[config.mk]
export PLATFORM = sky130hd
export DESIGN_NAME = tpgw_gpio
export DESIGN_NICKNAME = d
export VERILOG_FILES = /design/src/tpgw_pkg.sv /design/src/tpgw_gpio.sv
export SDC_FILE = /design/constraint.sdc
export NUM_CORES = 1
export LEC_CHECK = 0
export ABC_AREA = 1
export BUFFER_PORTS_ARGS = -buffer_cell sky130_fd_sc_hd__buf_4
export CAP_MARGIN = 30
export CORE_ASPECT_RATIO = 0.6
export CORE_MARGIN = 4
export CORE_UTILIZATION = 50
export CTS_CLUSTER_SIZE = 40
export DETAILED_ROUTE_END_ITERATION = 16
export GPL_ROUTABILITY_DRIVEN = 0
export HOLD_SLACK_MARGIN = 0.05
export PLACE_DENSITY = 0.75
export SYNTH_ARGS = -nofsm -noshare
export SYNTH_HDL_FRONTEND = slang
export SYNTH_SLANG_ARGS = --single-unit
[constraint.sdc]
create_clock -name ref_clk -period 4.16 [get_ports ref_clk]
set_input_delay 0.208 -clock ref_clk [delete_from_list [all_inputs] [get_ports ref_clk]]
set_output_delay 0.208 -clock ref_clk [all_outputs]
set_load 0.05 [all_outputs]
[src/tpgw_pkg.sv]
package tpgw_pkg;

    // Data-memory addresses of the port registers
    localparam logic [7:0] TPGW_ADDR_A_DATA = 8'h00;
    localparam logic [7:0] TPGW_ADDR_A_DIR  = 8'h01;
    localparam logic [7:0] TPGW_ADDR_A_PU   = 8'h02;
    localparam logic [7:0] TPGW_ADDR_A_WAKE = 8'h03;
    localparam logic [7:0] TPGW_ADDR_B_DATA = 8'h04;
    localparam logic [7:0] TPGW_ADDR_B_DIR  = 8'h05;
    localparam logic [7:0] TPGW_ADDR_B_PU   = 8'h06;
    localparam logic [7:0] TPGW_ADDR_C_DATA = 8'h07;
    localparam logic [7:0] TPGW_ADDR_C_DIR  = 8'h08;
    localparam logic [7:0] TPGW_ADDR_C_PU   = 8'h09;

    // Power-on and normal watchdog reset values
    localparam logic [7:0] TPGW_RST_DATA = 8'hFF;
    localparam logic [7:0] TPGW_RST_DIR  = 8'hFF;
    localparam logic [7:0] TPGW_RST_PU   = 8'h00;
    localparam logic [7:0] TPGW_RST_WAKE = 8'h00;

    // Implemented-bit mask of the six-bit third port
    localparam logic [7:0] TPGW_C_MASK = 8'h3F;

    typedef struct packed {
        logic       rd;
        logic       wr;
        logic [7:0] addr;
        logic [7:0] wdata;
    } tpgw_mem_req_t;

    typedef struct packed {
        logic [7:0] dout;
        logic [7:0] oe;
        logic [7:0] pull;
    } tpgw_pin_drv_t;

    typedef enum logic {
        TPGW_RUN,
        TPGW_HALT
    } tpgw_pwr_t;

endpackage

[src/tpgw_gpio.sv]
`timescale 1ns/1ns

module tpgw_gpio #(
    parameter int WIDTH_A = 8,
    parameter int WIDTH_B = 8,
    parameter int WIDTH_C = 6
) (
    // Clock and reset
    input  wire logic                   ref_clk,
    input  wire logic                   rst,
    input  wire logic                   clk_en,
    // Watchdog time-out reset, taken synchronously
    input  wire logic                   wdt_reset,
    // Processor data-memory access
    input  wire tpgw_pkg::tpgw_mem_req_t mem_req,
    output tpgw_pkg::tpgw_pin_drv_t     unused_drv_r,
    output logic [7:0]                  rdata_r,
    // Power control
    input  wire logic                   halt_exec,
    output logic                        halted_r,
    output logic                        wake_r,
    // Pin function select of the first port, 1 = general-purpose I/O
    input  wire logic [7:0]             a_gpio_sel,
    // Pins
    input  wire logic [7:0]             a_pin_in,
    input  wire logic [7:0]             b_pin_in,
    input  wire logic [7:0]             c_pin_in,
    output tpgw_pkg::tpgw_pin_drv_t     a_drv_r,
    output tpgw_pkg::tpgw_pin_drv_t     b_drv_r,
    output tpgw_pkg::tpgw_pin_drv_t     c_drv_r
);
    import tpgw_pkg::*;

    // Elaboration checks: the address decode and the masks
    // below serve only this port shape
    if (WIDTH_A != 8) begin : g_bad_width_a
        $error("tpgw_gpio: first port must be 8 bits wide");
    end
    if (WIDTH_B != 8) begin : g_bad_width_b
        $error("tpgw_gpio: second port must be 8 bits wide");
    end
    if (WIDTH_C != 6) begin : g_bad_width_c
        $error("tpgw_gpio: third port must be 6 bits wide");
    end
    if (TPGW_C_MASK != 8'((1 << WIDTH_C) - 1)) begin : g_bad_mask
        $error("tpgw_gpio: third port mask does not match its width");
    end

    // Register state
    logic [7:0] a_data_r, a_dir_r, a_pu_r, a_wake_r;
    logic [7:0] b_data_r, b_dir_r, b_pu_r;
    logic [7:0] c_data_r, c_dir_r, c_pu_r;
    logic [7:0] a_data_nxt, a_dir_nxt, a_pu_nxt, a_wake_nxt;
    logic [7:0] b_data_nxt, b_dir_nxt, b_pu_nxt;
    logic [7:0] c_data_nxt, c_dir_nxt, c_pu_nxt;
    logic [7:0] rdata_nxt;
    logic [7:0] a_prev_r, a_prev_nxt;
    tpgw_pwr_t  pwr_r, pwr_nxt;
    logic       wake_nxt, halted_nxt;
    // Per-pin qualified falling edge of the first port
    logic [7:0] a_fall;
    tpgw_pin_drv_t a_drv_nxt, b_drv_nxt, c_drv_nxt;

    // Read value per pin: live level for inputs, latch for outputs
    function automatic logic [7:0] tpgw_rd(input logic [7:0] dir,
                                           input logic [7:0] latch,
                                           input logic [7:0] pin);
        tpgw_rd = (dir & pin) | (~dir & latch);
    endfunction

    // Pin drive: direction 0 drives, pull-high only on inputs
    function automatic tpgw_pin_drv_t tpgw_drv(input logic [7:0] dir,
                                               input logic [7:0] latch,
                                               input logic [7:0] pu);
        tpgw_pin_drv_t d;
        d.dout = latch;
        d.oe   = ~dir;
        d.pull = pu & dir;
        tpgw_drv = d;
    endfunction

    always_comb begin
        a_data_nxt = a_data_r;
        a_dir_nxt  = a_dir_r;
        a_pu_nxt   = a_pu_r;
        a_wake_nxt = a_wake_r;
        b_data_nxt = b_data_r;
        b_dir_nxt  = b_dir_r;
        b_pu_nxt   = b_pu_r;
        c_data_nxt = c_data_r;
        c_dir_nxt  = c_dir_r;
        c_pu_nxt   = c_pu_r;
        // halted watchdog keeps registers
        // A watchdog in run wins over a write in the same cycle
        if (wdt_reset && pwr_r == TPGW_RUN) begin
            a_data_nxt = TPGW_RST_DATA;
            a_dir_nxt  = TPGW_RST_DIR;
            a_pu_nxt   = TPGW_RST_PU;
            a_wake_nxt = TPGW_RST_WAKE;
            b_data_nxt = TPGW_RST_DATA;
            b_dir_nxt  = TPGW_RST_DIR;
            b_pu_nxt   = TPGW_RST_PU;
            c_data_nxt = TPGW_RST_DATA & TPGW_C_MASK;
            c_dir_nxt  = TPGW_RST_DIR & TPGW_C_MASK;
            c_pu_nxt   = TPGW_RST_PU & TPGW_C_MASK;
        end else if (mem_req.wr) begin
            if (mem_req.addr == TPGW_ADDR_A_DATA) begin
                a_data_nxt = mem_req.wdata;
            end else if (mem_req.addr == TPGW_ADDR_A_DIR) begin
                a_dir_nxt = mem_req.wdata;
            end else if (mem_req.addr == TPGW_ADDR_A_PU) begin
                a_pu_nxt = mem_req.wdata;
            end else if (mem_req.addr == TPGW_ADDR_A_WAKE) begin
                a_wake_nxt = mem_req.wdata;
            end else if (mem_req.addr == TPGW_ADDR_B_DATA) begin
                b_data_nxt = mem_req.wdata;
            end else if (mem_req.addr == TPGW_ADDR_B_DIR) begin
                b_dir_nxt = mem_req.wdata;
            end else if (mem_req.addr == TPGW_ADDR_B_PU) begin
                b_pu_nxt = mem_req.wdata;
            end else if (mem_req.addr == TPGW_ADDR_C_DATA) begin
                c_data_nxt = mem_req.wdata & TPGW_C_MASK;
            end else if (mem_req.addr == TPGW_ADDR_C_DIR) begin
                c_dir_nxt = mem_req.wdata & TPGW_C_MASK;
            end else if (mem_req.addr == TPGW_ADDR_C_PU) begin
                c_pu_nxt = mem_req.wdata & TPGW_C_MASK;
            end
        end
    end

    // Read group: a read in the cycle of a write sees the old value
    always_comb begin
        rdata_nxt = rdata_r;
        if (mem_req.rd) begin
            if (mem_req.addr == TPGW_ADDR_A_DATA) begin
                rdata_nxt = tpgw_rd(a_dir_r, a_data_r, a_pin_in);
            end else if (mem_req.addr == TPGW_ADDR_A_DIR) begin
                rdata_nxt = a_dir_r;
            end else if (mem_req.addr == TPGW_ADDR_A_PU) begin
                rdata_nxt = a_pu_r;
            end else if (mem_req.addr == TPGW_ADDR_A_WAKE) begin
                rdata_nxt = a_wake_r;
            end else if (mem_req.addr == TPGW_ADDR_B_DATA) begin
                rdata_nxt = tpgw_rd(b_dir_r, b_data_r, b_pin_in);
            end else if (mem_req.addr == TPGW_ADDR_B_DIR) begin
                rdata_nxt = b_dir_r;
            end else if (mem_req.addr == TPGW_ADDR_B_PU) begin
                rdata_nxt = b_pu_r;
            end else if (mem_req.addr == TPGW_ADDR_C_DATA) begin
                rdata_nxt = tpgw_rd(c_dir_r, c_data_r, c_pin_in) & TPGW_C_MASK;
            end else if (mem_req.addr == TPGW_ADDR_C_DIR) begin
                rdata_nxt = c_dir_r;
            end else if (mem_req.addr == TPGW_ADDR_C_PU) begin
                rdata_nxt = c_pu_r;
            end else begin
                // Unmapped locations belong to other blocks
                rdata_nxt = 8'h00;
            end
        end
    end

    always_comb begin
        a_drv_nxt = tpgw_drv(a_dir_nxt, a_data_nxt, a_pu_nxt);
        b_drv_nxt = tpgw_drv(b_dir_nxt, b_data_nxt, b_pu_nxt);
        // absent pins count as inputs, so they never drive
        c_drv_nxt = tpgw_drv(c_dir_nxt | ~TPGW_C_MASK, c_data_nxt, c_pu_nxt);
    end

    for (genvar i = 0; i < WIDTH_A; i++) begin : g_wake
        // The previous sample is kept in every state, so an edge
        // right after the halt is not lost
        assign a_fall[i] = a_prev_r[i] & ~a_pin_in[i] & a_wake_r[i] & a_gpio_sel[i];
    end

    // Power state and wake detection
    always_comb begin
        pwr_nxt    = pwr_r;
        wake_nxt   = 1'b0;
        a_prev_nxt = a_pin_in;
        case (pwr_r)
            TPGW_RUN: begin
                if (halt_exec) begin
                    pwr_nxt = TPGW_HALT;
                end
            end
            TPGW_HALT: begin
                if (|a_fall) begin
                    pwr_nxt  = TPGW_RUN;
                    wake_nxt = 1'b1;
                end else if (wdt_reset) begin
                    // Watchdog also ends the halt, registers untouched
                    pwr_nxt = TPGW_RUN;
                end
            end
            default: pwr_nxt = TPGW_RUN;
        endcase
        halted_nxt = (pwr_nxt == TPGW_HALT);
    end

    // Register group
    // A watchdog in halt and a low clk_en both leave it as it is
    always_ff @(posedge ref_clk) begin
        if (rst) begin
            a_data_r <= TPGW_RST_DATA;
            a_dir_r  <= TPGW_RST_DIR;
            a_pu_r   <= TPGW_RST_PU;
            a_wake_r <= TPGW_RST_WAKE;
            b_data_r <= TPGW_RST_DATA;
            b_dir_r  <= TPGW_RST_DIR;
            b_pu_r   <= TPGW_RST_PU;
            c_data_r <= TPGW_RST_DATA & TPGW_C_MASK;
            c_dir_r  <= TPGW_RST_DIR & TPGW_C_MASK;
            c_pu_r   <= TPGW_RST_PU & TPGW_C_MASK;
        end else if (clk_en) begin
            a_data_r <= a_data_nxt;
            a_dir_r  <= a_dir_nxt;
            a_pu_r   <= a_pu_nxt;
            a_wake_r <= a_wake_nxt;
            b_data_r <= b_data_nxt;
            b_dir_r  <= b_dir_nxt;
            b_pu_r   <= b_pu_nxt;
            c_data_r <= c_data_nxt;
            c_dir_r  <= c_dir_nxt;
            c_pu_r   <= c_pu_nxt;
        end
    end

    // Read group: rdata_r holds until the next read
    always_ff @(posedge ref_clk) begin
        if (rst) begin
            rdata_r <= '0;
        end else if (clk_en) begin
            rdata_r <= rdata_nxt;
        end
    end

    // Power group: wake_r is a one-cycle pulse
    always_ff @(posedge ref_clk) begin
        if (rst) begin
            // Starts high; a pin low out of reset never counts as a fall, as a_wake_r resets to zero
            a_prev_r <= '1;
            pwr_r    <= TPGW_RUN;
            wake_r   <= 1'b0;
            halted_r <= 1'b0;
        end else if (clk_en) begin
            a_prev_r <= a_prev_nxt;
            pwr_r    <= pwr_nxt;
            wake_r   <= wake_nxt;
            halted_r <= halted_nxt;
        end
    end

    // Pin drive group, registered so that pins never see decode glitches
    always_ff @(posedge ref_clk) begin
        if (rst) begin
            a_drv_r      <= tpgw_drv(TPGW_RST_DIR, TPGW_RST_DATA, TPGW_RST_PU);
            b_drv_r      <= tpgw_drv(TPGW_RST_DIR, TPGW_RST_DATA, TPGW_RST_PU);
            c_drv_r      <= tpgw_drv(TPGW_RST_DIR | ~TPGW_C_MASK, TPGW_RST_DATA & TPGW_C_MASK,
                                     TPGW_RST_PU & TPGW_C_MASK);
            // Spare drive port, held at zero
            unused_drv_r <= '0;
        end else if (clk_en) begin
            a_drv_r      <= a_drv_nxt;
            b_drv_r      <= b_drv_nxt;
            c_drv_r      <= c_drv_nxt;
            unused_drv_r <= '0;
        end
    end

endmodule

Word-level counts from Yosys, hierarchy flattened. Index checks and enable logic that the tools add are counted.

Flip-flop bits (word level): 146. Input port bits: 55. Word-level logic and storage cells: 195.

Eq/ne operators: 17. Muxes and demuxes: 91. Bitwise gates (word level): 51. Reductions and logical operators: 15.

Operator list (number): $mux 8 (85); $and 8x8->8 (7); $not 8->8 (5); $eq 8x3->1 const B (4); $and 1x1->1 (24); $eq 8x2->1 const B (2); $eq 8x4->1 const B (2); $ne 2x2->1 const B (8); $or 8x8->8 (2); $and 6x6->6 (2); $reduce_bool 2->1 (6); $reduce_and 11->1 (1); $reduce_and 10->1 (1); $not 1->1 (9); $eq 8x1->1 const B (1); $logic_not 8->1 (1); $reduce_or 8->1 (1); $reduce_and 7->1 (1); $not 6->6 (1); $or 6x6->6 (1); $reduce_and 6->1 (1); $mux 1 (5); $reduce_and 3->1 (1); $pmux 1 s2 (1); other kinds (2) (2).

Depth between registers and ports, before layout.
Depth after elaboration: 14. Mapped depth: 13. Gate-level depth less buffers: 12.

Least setup slack after synthesis. OpenSTA, ideal clock, no wires.

Path type: reg-to-reg. Start point: register pwr_r. End point: register b_drv_r[16] in the netlist's numbering. Library setup time: 119 ps. Arrival: 1703 ps. Required time: 4041 ps. Setup slack: 2338 ps. Cell stages (with the launch flop): 8. Buffers on the path: 2. Clock period less this slack: 1822 ps. Path through: dfxtp_1 -> nor2_2 -> inv_2 -> buf_2 -> buf_2 -> nand2_1 -> a21oi_1 -> o21ai_1.

Longest elaborated chain between the ends: 4. Elaborated cells on any way between the ends: 10. Those cells by class: eq/ne: 4; mux: 1; bitwise: 1; reduce/logical: 4.

RTL lines: from (decl) (line tpgw_gpio.sv:58) `tpgw_pwr_t pwr_r, pwr_nxt;`; from (signal assigned) (line tpgw_gpio.sv:247) `pwr_r <= pwr_nxt;`; $not 1->1 *; $logic_and 1x1->1 * (line tpgw_gpio.sv:95) `if (wdt_reset && pwr_r == TPGW_RUN) begin`; $ne 2x2->1 (no source line) / $reduce_bool 2->1 (equally long branches); $reduce_and 7->1 (no source line); to (signal assigned) (line tpgw_gpio.sv:257) `b_drv_r <= tpgw_drv(TPGW_RST_DIR, TPGW_RST_DATA, TPGW_RST_PU);`; to (signal assigned) (line tpgw_gpio.sv:264) `b_drv_r <= b_drv_nxt;`; to (decl) (line tpgw_gpio.sv:29) `output tpgw_pkg::tpgw_pin_drv_t b_drv_r,`.

Mark *: on every way between the ends. The rest lies on a longest branch, timed or not. A chain may end at the register's enable or synchronous reset.

Worst setup path in the final report.
Start point: register pwr_r. End point: register a_dir_r[5].

Longest elaborated chain between the ends: 3.

RTL lines: $not 1->1; $logic_and 1x1->1 (line tpgw_gpio.sv:95); $mux 8 (line tpgw_gpio.sv:95); to (signal assigned) (line tpgw_gpio.sv:216) `a_dir_r <= a_dir_nxt;`; to (decl) (line tpgw_gpio.sv:50) `logic [7:0] a_data_r, a_dir_r, a_pu_r, a_wake_r;`.

No other way between the ends.

==> summary.md <==
| Metric | Value |
|---|---|
| Critical R2R Launch | `pwr_r` |
| Mux cell area share after synthesis | `0.846%` |
| FF+latch count, synth | `136` |
| Flop2flop setup slack | `1.75 ns` |
| Peak supply drop | `0.000234 V` |
| Hold Path Class | `input port to register` |
| Total number of vias | `roughly 7400` |
| Biggest regs | `a_drv_r x24, b_drv_r x24, c_drv_r x18` |
| Gr usage total | `a little over a quarter` |
| Sum of buffers and inverters on the critical path | `3` |
| Synth Instances | `1047` |
| Routed WL | `22600 um` |
| Setup Skew | `0.00658 ns` |
| Hold_sp | `a_pin_in[1]` |
| Pleak | `4.18 nW` |
| Worst Max-Slew Pin Slew | `0.797 ns` |
| First-pass iteration count of the detailed router | `5` |
| CP dominant cell by count | `buf_4` |
| Routed WL per cell | `16.7 um` |
| Synth Area in Compound Gates | `16.2%` |
| Post-synth cell types | `42` |
| Detailed Place HPWL | `between 15000 and 20000 um` |
| Crit-path max FO | `27` |
| Slew Limit Fails | `0` |
| GRT overflow | `0` |
| Hold Path Depth | `3` |
| Post-synthesis sequential area ratio | `38.4%` |
| Total power | `3.67 mW` |
| Synth Area in Simple Gates | `32.5%` |
| Antenna Cells | `0` |
| EDFF count, synth | `0` |
| Slowest Stage Delay on Critical Path | `about 0.43 ns` |
| Fraction of registers with async set/reset | `0%` |
| I/O pins | `roughly 160` |
| Start point of the critical path | `pwr_r` |
| CP Data Arrival Time | `2.68 ns` |
| Status | `complete, no violations` |
| Adder-cell share of the synthesized area | `0%` |
| Largest family of logic cells by synthesized area | `simple AND/OR/NAND/NOR gates` |
| CTS tree | `built` |
| Initial antenna violation count | `2` |
| Fraction of layout cells with a size suffix above 1 | `between 10% and 20%` |
| PortBufs | `128` |
| Synth-to-layout area growth | `21.6%` |
| Synth Cell Area | `7100 sq um` |
| Pin count of the biggest net entering global routing | `55` |
| Slew margin rel. | `between 40% and 50%` |
| Drc violations | `0` |
| Core area | `13800 sq um` |
| Nets@finish | `between 1000 and 1500` |
| FF-to-FF End | `a_dir_r[5]` |
| Max Fclk | `416 MHz` |
| Setup TNS | `0 ns` |
| Post CTS Setup Buffer Count | `0` |
| Critical path type | `register to register` |
| Via/cell ratio | `5.42` |
| Clock buffer depth | `2` |
| Max-Cap Viols | `0` |
| Critical-path cell list | `nor2_2 -> buf_4 -> inv_2 -> buf_4 -> o21ai_0 -> o21ai_1 -> o211ai_1` |
| Vias in the first global route | `6594` |
| Yosys warns | `0` |
| Cells on worst reg2reg path | `7` |
| Fin crit share | `between 50% and 60%` |
| # setup viols final | `0` |
| FP Rows | `33` |
| ANT nets after route | `0` |
| Shortest period the worst path allows | `2.41 ns` |
| Starting density of the core | `51.5%` |
| Root buffer cell | `clkbuf_16` |
| Pwr dens | `between 400 and 500 nW/um^2` |
| Worst Path Required | `4.43 ns` |
| RSZ-0062 raised after global routing | `false` |
| H-tree levels | `4` |
| Final Hold Viols | `0` |
| Overall die width | `between 150 and 200 um` |
| CP endpoint kind | `register` |
| First-pass GRT wire length | `35100 um` |
| Worst Setup Start Kind | `register` |
| Die Height | `100 um` |
| Clk Latency, worst-skew pair | `0.42 ns` |
| Sink Count | `approximately 140` |
| Synth Area in XOR/XNOR | `0%` |
| CP max-delay cell | `inv_2` |
| Violation count after the first detailed-route iteration | `768` |
| Clock-pin slew on the worst setup and hold paths | `0.06 ns` |
| Num CTS Buffers | `17` |
| Dominant synthesized flop cell | `dfxtp_1` |
| Mean Syn Cell Area | `a little under 7 sq um` |
| CP delay by family, top | `buffers and inverters` |
| Die area | `between 15000 and 20000 sq um` |
| Hold Path End | `a_prev_r[1]` |
==> power by group <==
| group | internal (mW) | switching, mW | leakage (nW) |
|---|---|---|---|
| Clock | 1.01 | 0.614 | 0.301 |
| Combinational | 0.173 | 0.461 | 2.76 |
| Sequential | 1.37 | 0.0473 | 1.12 |
==> per-layer routing <==
layer	share of wire, %	track usage, %
met1	45	39.8
met2	41	38.8
met3	12	8.66
met4	1.8	8.51
met5	0.12	0
==> kinds of logic after synthesis <==
family                 after synthesis
muxes                                6
and+or+nand+nor                    535
AOI/OAI and AO/OA                  196
other                                1
DFF                                136
buffers and inverters              173
==> metrics by stage <==
stage               utilization, %  cells  setup WS (ns)  hold slack, ns  cell area, sq um
global route                  62.6   1357           1.62          0.0657              8630
detailed placement            57.6   1320           1.71           0.451              7940
global placement              57.6   1320           1.80           0.441              7940
CTS                           62.6   1357           1.79          0.0504              8630
floorplan                        -   1076           2.34           0.334              7210
finish                        62.6   1357           1.75          0.0606              8630
==> cell usage in the layout, fill, tap and decap left out, drive strengths merged, types with 2 or more instances in the layout <==
| cell | count |
|---|---|
| nand2 | 304 |
| dfxtp | 136 |
| buf | 134 |
| nor2 | 126 |
| inv | 93 |
| nand3 | 90 |
| a21oi | 75 |
| o21ai | 70 |
| conb | 30 |
| o211ai | 29 |
| clkbuf | 17 |
| nand4 | 9 |
| mux2i | 6 |
| o22ai | 6 |
| a31oi | 6 |
| dlygate4sd3 | 6 |
| clkinv | 6 |
| o21a | 5 |
| bufinv | 4 |
| nor3 | 3 |
| a211oi | 2 |
| clkinvlp | 2 |
==> how the worst max path moves through the flow <==
stage                   to  slack, ns  cells past startpoint
2_1_floorplan  b_drv_r[16]       2.34                      7
3_3_place_gp   b_drv_r[23]       1.80                      9
3_5_place_dp    a_dir_r[5]       1.71                      9
4_1_cts         a_dir_r[5]       1.79                      7
5_1_grt         a_dir_r[5]       1.62                      7
6_report        a_dir_r[5]       1.75                      7
==> synth_stat cells, types with 5 or more instances <==
cell	n	area, sq um
nand2_1	295	1110
dfxtp_1	136	2720
nor2_1	115	432
nand3_1	88	440
inv_1	80	300
a21oi_1	70	350
o21ai_0	42	210
buf_4	33	248
o211ai_1	29	218
o21ai_1	25	125
clkbuf_1	22	82.6
inv_2	10	37.5
buf_2	9	45.0
buf_1	8	30.0
nand2_2	8	50.1
nand4_1	8	50.1
buf_6	7	78.8
a31oi_1	6	37.5
mux2i_1	6	60.1
nor2_4	6	67.6
o22ai_1	6	37.5
o21a_1	5	37.5
==> cell type report <==
class | count | area [sq um]
Fill cell | 1327 | 5160
Clock buffer | 17 | 425
Clock inverter | 14 | 198
Inverter | 91 | 344
Multi-Input combinational cell | 767 | 3630
Timing Repair Buffer | 140 | 1070
Tap cell | 192 | 240
Sequential cell | 136 | 2720
==> worst register-to-register path, cell delays in order (launching register included) <==
cell and delay, ns:
dfxtp_1 0.40, nor2_2 0.06, buf_4 0.22, inv_2 0.44
buf_4 0.41, o21ai_0 0.16, o21ai_1 0.41, o211ai_1 0.16
==> repair_timing <==
item | in CTS | in global routing
hold buffers | 6 | 0
endpoints found under the hold margin | 6 | 0
gates resized for setup | 0 | 0
Power figures use the tool's default switching activity.
